**src/core/rcpp_defines.vh**
```
// Constants for the remote-control pin port logic
`ifndef RCPP_DEFINES_VH
`define RCPP_DEFINES_VH
`define RCPP_PORT_W        4
`define RCPP_SP_W          4
`define RCPP_SP_ALARM      4'h6
`define RCPP_SP_RESET      4'h7
`define RCPP_KEY_SRC_RST   4'h0
`define RCPP_DIR_RST       4'h0
`define RCPP_PULL_RST      4'h0
`define RCPP_OSC_RUN       1'b1
`define RCPP_KEY_IDLE      8'hFF
`define RCPP_INT_IDLE      2'h0
`define RCPP_PULL_ON       4'hF
`define RCPP_DATA_RST      4'h0
`define RCPP_IR_RST        1'b0
`define RCPP_HANG_RST      1'b0
`endif

```
**src/core/rcpp_pin_port.v**
```verilog
// Pin-level port, carrier and hang-up logic of the remote-control core
//
// Operation
// RQ1: Both key-return ports are 4-bit pulled-up inputs after reset.
// RQ2: Any low key-return bit releases standby.
// RQ3: Key-source ports are 4-bit open-drain, pulled low during and after reset.
// RQ4: Bidirectional port bits have own direction; inputs after reset.
// RQ5: Input bits of bidirectional port enable pull-up per program setting.
// RQ6: Infrared output is active high, low in reset until carrier drives.
// RQ7: While reset pin is low, CPU held in reset, oscillator halted; code holds both while rst_i is high.
// RQ8: Hang-up output pulls low on watchdog, stack fault or low voltage.
// RQ9: Hang-up output floats at reset unless low voltage is detected.
// RQ10: Test mode entered through interrupt pin pulls hang-up output low.
// RQ11: Hang-up output pulls low whenever stack pointer is six or more.
// RQ12: Interrupt and key-return inputs are synchronised before use.
`timescale 1ns/1ps
`include "rcpp_defines.vh"
module rcpp_pin_port (
	input  wire       core_clk_i,
	input  wire       rst_i,
	input  wire [3:0] key_return_port_a_i,
	input  wire [3:0] key_return_port_b_i,
	output wire [3:0] key_return_port_a_o,
	output wire [3:0] key_return_port_b_o,
	output wire [3:0] key_return_pullup_o,
	input  wire       standby_i,
	output wire       standby_release_o,
	input  wire [3:0] key_source_c_wr_i,
	input  wire [3:0] key_source_d_wr_i,
	input  wire       key_source_we_i,
	output wire [3:0] key_source_port_c_oe_o,
	output wire [3:0] key_source_port_c_o,
	output wire [3:0] key_source_port_d_oe_o,
	output wire [3:0] key_source_port_d_o,
	input  wire [3:0] bidir_dir_wr_i,
	input  wire [3:0] bidir_pull_wr_i,
	input  wire [3:0] bidir_data_wr_i,
	input  wire       bidir_cfg_we_i,
	input  wire       bidir_data_we_i,
	input  wire [3:0] bidir_port_e_i,
	output wire [3:0] bidir_port_e_o,
	output wire [3:0] bidir_port_e_oe_o,
	output wire [3:0] bidir_pullup_o,
	output wire [3:0] bidir_port_e_rd_o,
	input  wire       carrier_i,
	input  wire       carrier_en_i,
	output wire       ir_carrier_out_o,
	input  wire       ext_int_i,
	output wire       ext_int_o,
	input  wire       test_mode_int_i,
	input  wire       wdt_overflow_i,
	input  wire [3:0] stack_ptr_i,
	input  wire       low_voltage_i,
	output wire       cpu_rst_o,
	output wire       osc_run_o,
	output wire       hangup_alarm_n_o,
	output wire       hangup_alarm_n_oe_o
);
	reg  [3:0] key_src_c;
	reg  [3:0] key_src_d;
	reg  [3:0] bidir_dir;
	reg  [3:0] bidir_pull;
	reg  [3:0] bidir_data;
	reg        ir_out;
	reg        wdt_latch;
	reg        hang_drive;
	reg        rel;
	reg        next_hang;
	wire [3:0] ka_s;
	wire [3:0] kb_s;
	wire [1:0] misc_s;
	wire       key_any_low;
	wire       hang_by_wdt;
	wire       hang_by_stack;
	wire       hang_by_test;
	wire       hang_by_lv;

	// Idle level of key-return pins is high (pull-ups)
	rcpp_sync2 #(.W(8)) u_key_sync (
		.core_clk_i (core_clk_i),
		.rst_i      (rst_i),
		.async_i    ({key_return_port_b_i, key_return_port_a_i}),
		.rst_val_i  (`RCPP_KEY_IDLE),
		.sync_o     ({kb_s, ka_s})
	); // [RQ12]

	// Test mode and interrupt pins idle low
	rcpp_sync2 #(.W(2)) u_misc_sync (
		.core_clk_i (core_clk_i),
		.rst_i      (rst_i),
		.async_i    ({test_mode_int_i, ext_int_i}),
		.rst_val_i  (`RCPP_INT_IDLE),
		.sync_o     (misc_s)
	); // [RQ12]

	// Inputs only, pull-ups always on
	assign key_return_port_a_o = ka_s; // [RQ1]
	assign key_return_port_b_o = kb_s; // [RQ1]
	assign key_return_pullup_o = `RCPP_PULL_ON; // [RQ1]
	assign ext_int_o           = misc_s[0];

	// A closed key in a driven column pulls its row low
	assign key_any_low = ~(&{ka_s, kb_s}); // [RQ2]

	// Registered release keeps the wake strobe glitch free
	always @(posedge core_clk_i) begin
		if (rst_i) begin
			rel <= 1'b0;
		end else begin
			rel <= standby_i & key_any_low; // [RQ2]
		end
	end
	assign standby_release_o = rel;

	// Port latches are written by strobes, no bus
	always @(posedge core_clk_i) begin
		if (rst_i) begin
			key_src_c <= `RCPP_KEY_SRC_RST; // [RQ3]
			key_src_d <= `RCPP_KEY_SRC_RST; // [RQ3]
		end else if (key_source_we_i) begin
			key_src_c <= key_source_c_wr_i;
			key_src_d <= key_source_d_wr_i;
		end
	end

	// Config and data strobes are independent
	always @(posedge core_clk_i) begin
		if (rst_i) begin
			bidir_dir  <= `RCPP_DIR_RST; // [RQ4]
			bidir_pull <= `RCPP_PULL_RST;
			bidir_data <= `RCPP_DATA_RST;
		end else begin
			if (bidir_cfg_we_i) begin
				bidir_dir  <= bidir_dir_wr_i; // [RQ4]
				bidir_pull <= bidir_pull_wr_i; // [RQ5]
			end
			if (bidir_data_we_i) begin
				bidir_data <= bidir_data_wr_i;
			end
		end
	end

	// One slice per pin bit of the driven ports
	genvar b;
	generate
		for (b = 0; b < `RCPP_PORT_W; b = b + 1) begin : g_pin
			// Open drain: a zero bit drives, a one bit floats
			assign key_source_port_c_o[b]    = 1'b0;
			assign key_source_port_c_oe_o[b] = ~key_src_c[b]; // [RQ3]
			assign key_source_port_d_o[b]    = 1'b0;
			assign key_source_port_d_oe_o[b] = ~key_src_d[b]; // [RQ3]

			assign bidir_port_e_o[b]    = bidir_data[b];
			assign bidir_port_e_oe_o[b] = bidir_dir[b]; // [RQ4]
			// Pull-up only matters on bits set as input
			assign bidir_pullup_o[b] = bidir_pull[b] &
				~bidir_dir[b]; // [RQ5]
			// Output bits read back the latch, not the pin
			assign bidir_port_e_rd_o[b] = bidir_dir[b] ?
				bidir_data[b] : bidir_port_e_i[b];
		end
	endgenerate

	// Registered so gate skew cannot glitch the emitter
	always @(posedge core_clk_i) begin
		if (rst_i) begin
			ir_out <= `RCPP_IR_RST; // [RQ6]
		end else begin
			ir_out <= carrier_en_i & carrier_i; // [RQ6]
		end
	end
	assign ir_carrier_out_o = ir_out;

	// Reset pin is taken synchronous here, so hold is combinational
	assign cpu_rst_o = rst_i; // [RQ7]
	assign osc_run_o = rst_i ? 1'b0 : `RCPP_OSC_RUN; // [RQ7]

	// Watchdog overflow is a pulse; hold it until reset clears it
	// Reset wins over set; only reset clears the latch
	always @(posedge core_clk_i) begin
		if (rst_i) begin
			wdt_latch <= 1'b0;
		end else if (wdt_overflow_i) begin
			wdt_latch <= 1'b1; // [RQ8]
		end
	end

	// Causes kept apart so a stuck alarm is easy to trace
	assign hang_by_wdt   = wdt_overflow_i | wdt_latch; // [RQ8]
	assign hang_by_stack = (stack_ptr_i >= `RCPP_SP_ALARM); // [RQ11]
	assign hang_by_test  = misc_s[1]; // [RQ10]
	assign hang_by_lv    = low_voltage_i; // [RQ8]

	// Any cause drives the alarm low
	always @* begin
		next_hang = 1'b0;
		if (hang_by_wdt) begin
			next_hang = 1'b1;
		end
		if (hang_by_stack) begin
			next_hang = 1'b1;
		end
		if (hang_by_test) begin
			next_hang = 1'b1;
		end
		if (hang_by_lv) begin
			next_hang = 1'b1;
		end
	end

	// One flop of delay; reset lets the pin float
	always @(posedge core_clk_i) begin
		if (rst_i) begin
			hang_drive <= `RCPP_HANG_RST; // [RQ9]
		end else begin
			hang_drive <= next_hang;
		end
	end

	// Low voltage bypasses reset so the pin keeps the part held
	assign hangup_alarm_n_o    = 1'b0;
	assign hangup_alarm_n_oe_o = hang_drive | hang_by_lv; // [RQ9]
endmodule

```
**src/core/rcpp_sync2.v**
```verilog
// Two-stage synchroniser, one generate slice per bit
`timescale 1ns/1ps
module rcpp_sync2 #(
	parameter W = 1
) (
	input  wire         core_clk_i,
	input  wire         rst_i,
	input  wire [W-1:0] async_i,
	input  wire [W-1:0] rst_val_i,
	output wire [W-1:0] sync_o
);
	genvar g;
	generate
		for (g = 0; g < W; g = g + 1) begin : g_bit
			reg stage1;
			reg stage2;
			// Synchronous reset so the idle level can be a port value
			always @(posedge core_clk_i) begin
				if (rst_i) begin
					stage1 <= rst_val_i[g];
					stage2 <= rst_val_i[g];
				end else begin
					stage1 <= async_i[g];
					stage2 <= stage1;
				end
			end
			assign sync_o[g] = stage2;
		end
	endgenerate
endmodule

```
**config.mk**
```make
export PLATFORM = sky130hd
export DESIGN_NAME = rcpp_pin_port
export DESIGN_NICKNAME = d
export VERILOG_FILES = /design/src/core/rcpp_pin_port.v /design/src/core/rcpp_sync2.v
export VERILOG_INCLUDE_DIRS = /design/src /design/src/core
export SDC_FILE = /design/constraint.sdc
export NUM_CORES = 1
export LEC_CHECK = 0
export BUFFER_PORTS_ARGS = -buffer_cell sky130_fd_sc_hd__buf_2
export CORE_UTILIZATION = 38
export CTS_CLUSTER_DIAMETER = 100
export DETAILED_ROUTE_END_ITERATION = 8
export MAX_ROUTING_LAYER = met4
export PLACE_DENSITY = 0.79
export SLEW_MARGIN = 20
export SYNTH_ARGS = -nofsm -noshare
export SYNTH_HDL_FRONTEND = slang
export SYNTH_SLANG_ARGS = --single-unit
```
**constraint.sdc**
```tcl
create_clock -name core_clk_i -period 0.8 [get_ports core_clk_i]
set_clock_uncertainty 0.05 [all_clocks]
set_input_delay 0 -clock core_clk_i [delete_from_list [all_inputs] [get_ports core_clk_i]]
set_output_delay 0 -clock core_clk_i [all_outputs]
set_load 0.03 [all_outputs]
```
==> summary.md <==
| Metric | Value |
|---|---|
| Setup Crit Path Kind | reg -> out |
| Min cycle time layout | 1121 ps |
| Total Power Consumption | 4777 uW |
| Number of hold-slack violations in the final timing report | 0 |
| PnR worst setup slack | -320.8 ps |
| Largest fanout on the critical path | 2 |
| Hold-critical path endpoint | hang_drive |
| Main area contributors after synthesis | dfxtp_1 53%, mux2i_1 12%, buf_4 12% |
| GRT Resource Usage Total | 0.1890 |
| Setup slack at placement | -39.32 ps |
| Final antenna-violating net count | 0 |
| Net Sw Power | 1302 uW |
| GR Layer Usage met3 | 0.04667 |
| Number of I/O port buffers | 84 |
| Number of global-route vias before repair | 1,433 |
| Area of the placeable core | 0.004115 mm^2 |
| Worst path required time | 750 ps |
| Global-route wire length before repair | 6092 um |
| Comb power frac | 0.236 |
| Critical Path End Type | output pin |
| Status | finished, violations left |
| Worst hold path stage count | 3 |
| Detailed Route WL | 4175 um |
| Clock tree root driver cell | clkbuf_8 |
| Vias after detailed routing | 1,430 |
| Syn Inst Count | 162 |
| Insertion delay to the later sink of the worst-skew pair | 280 ps |
| Share of the clock period used by the worst path | 1.401 |
| Final Max Slew Viols | 0 |
| Count of inserted antenna diode cells | 0 |
| Sw frac | 0.2725 |
| P&R area growth vs syn | 68.96% |
| Number of max-cap violations | 0 |
| Summed instance area of the synthesized netlist | 0.001673 mm^2 |
| Max Clock Freq | 892.2 MHz |
| Worst Hold Launch | low_voltage_i |
| PwrDens | 1690 mW/mm^2 |
| Distinct cells, synth | 19 |
| Total gr overflow | 0 |
| Proportion of layout cells with a drive suffix above 1 | 0.5196 |
| Cell accounting for the most synthesized area | dfxtp_1 |
| Startpoint kind of the worst setup timing path | register |
| Maximum level of the CTS H-tree | 2 |
| IR Drop Worst-Case VDD | 1347 uV |
| Cell depth of the worst flop-to-flop path | 2 |
| Number of synthesized register bits | 44 |
| Die X | 68.35 um |
| Gpl congestion | 0.7107 |
| Violated checks | setup timing |
| Share of the yosys chip area belonging to registers | 0.5266 |
| Critical path arrival | 1070 ps |
| Placement Rows | 23 |
| Number of CTS-inserted buffers | 5 |
| Average cell area after synthesis | 10.33 um^2 |
| Pre-Repair DR Iteration Count | 4 |
| Leakage dissipation | 0.001358 uW |
| Half-perimeter wire length after placement | 2309 um |
| Internal power component | 3476 uW |
| Drt wl/cell | 12.61 um |
| Violation count after the first detailed-route iteration | 26 |
| Die ar. | 0.004672 mm^2 |
| Post-route DRC violation count | 0 |
| Setup Viol. Count Final | 31 |
| Share of power burned in registers | 0.499 |
| Non-filler cells in the finished layout | 331 |
| Met2 layer usage reported by global route | 0.3799 |
| Sum of negative setup slack | -3625 ps |
| Classification of the worst-slack hold path | in -> reg |
| Post-synth top area share | 0.5266 |
| Setup slack on the worst flop-to-flop path | -40 ps |
| Worst hold slack | 18.40 ps |
| Most crowded layer after global routing | met2 |
| Antenna violations before repair | 0 |
| Clk sink count | 44 |
| Initial Util | 0.4065 |
| Average via count per standard cell | 4.320 |
| Layout Nets | 329 |
| Maximum number of pins on one net before global-route repair | 23 |
| Synthesis warning total | 0 |
| Critical R2R Capture | standby_release_o |
| Start of the worst register-to-register path | u_key_sync.g_bit[1].stage2 |
| Worst-path clk slew | 80 ps |
| IO Count | 99 |
| Buffer levels on the longest clock path | 2 |
| Clock Power Share | 0.265 |
| Unrepaired setup endpoints after global routing | true |
| DP Cell Count | 285 |
| Fraction of met1 tracks used by global routing | 0.1599 |
| TritonCTS clock tree | done |
| Y dimension of the die | 68.35 um |
==> flip-flops by register name (all words and copies together) (netlist names) <==
signal	flops
bidir_port_e_o	4
ir_carrier_out_o	1
u_key_sync.g_bit.stage2	8
key_src_c	4
bidir_port_e_oe_o	4
wdt_latch	1
key_src_d	4
standby_release_o	1
bidir_pull	4
u_misc_sync.g_bit.stage1	2
u_misc_sync.g_bit.stage2	2
hang_drive	1
u_key_sync.g_bit.stage1	8
==> metrics by stage <==
stage,area (um^2),util
after floorplan,1755,-
after global placement,2081,0.5056
after detailed placement,2081,0.5056
after CTS,2795,0.6792
after global routing,2826,0.6868
final,2826,0.6868
==> cells in the final DEF (no fill, tap or decap), drive strengths merged <==
cell type,n
buf,93
dfxtp,44
dlygate4sd3,37
nor2,22
mux2i,20
or2,17
conb,13
inv,9
nor2b,8
clkbuf,6
mux2,4
nand4,2
o211a,1
and3,1
nand2,1
nor3,1
a31oi,1
clkinv,1
==> worst max-delay path: stages (launching register included) <==
cell and delay (ps):
dfxtp_4 350, mux2_4 290, buf_6 140
==> layout make-up <==
class	count	area, um^2
Sequential cell	44	922.1
Clock inverter	1	5.005
Tap cell	50	62.56
Clock buffer	6	72.57
Fill cell	319	1289
Multi-Input combinational cell	91	626.9
Timing Repair Buffer	130	1104
Inverter	9	33.78
==> synth_stat cells <==
cell	instances
mux2i_1	20
nor3_1	1
conb_1	2
mux2_2	4
a31oi_1	1
nand2_1	1
nor2_1	22
or2_2	1
and3_1	1
o211a_1	1
nand4_1	2
buf_4	26
clkbuf_2	1
nor2b_1	8
or2_1	16
dfxtp_1	44
inv_1	8
buf_6	2
inv_2	1
==> metal layers <==
layer / wire, um / vias to the layer above
met5: 0 / -
met4: 60 / 0
met3: 193 / 6
met2: 2490 / 56
met1: 1430 / 659
li1: - / 709
==> power by group through the flow <==
stage / logic [uW] / clock network (uW) / registers, uW
after global routing: 1200 / 1410 / 2400
after floorplan: 554 / 0 / 2470
after CTS: 1090 / 1330 / 2380
final: 1130 / 1270 / 2380
after global placement: 793 / 0 / 2400
after detailed placement: 803 / 0 / 2410
==> worst max path at each step <==
stage	end	slack, ps	startpoint	cells past startpoint
floorplan	bidir_port_e_rd_o[0]	-60	bidir_port_e_oe_o[0]	1
global placement	bidir_port_e_rd_o[2]	-30	bidir_port_e_oe_o[2]	2
detailed placement	bidir_port_e_rd_o[1]	-40	bidir_port_e_oe_o[1]	2
CTS	bidir_port_e_rd_o[2]	-330	bidir_port_e_oe_o[2]	2
global route	bidir_port_e_rd_o[2]	-360	bidir_port_e_oe_o[2]	2
finish	bidir_port_e_rd_o[2]	-320	bidir_port_e_oe_o[2]	2
==> timing repair <==
item	CTS	global route
hold buffers	37	0
buffers inserted	1	1
resized for setup	101	7
endpoints found under the setup margin	40	43
pin swaps	1	2
endpoints found under the hold margin	34	0
==> cell families after synthesis <==
family          Yosys count  synth area share
mux                      24            0.1466
simple gates             52            0.1593
other cells               2          0.004489
buf+inv                  38            0.1533
compound gates            2          0.009726
flops                    44            0.5265
No activity file was read; power rests on OpenSTA's default activity.
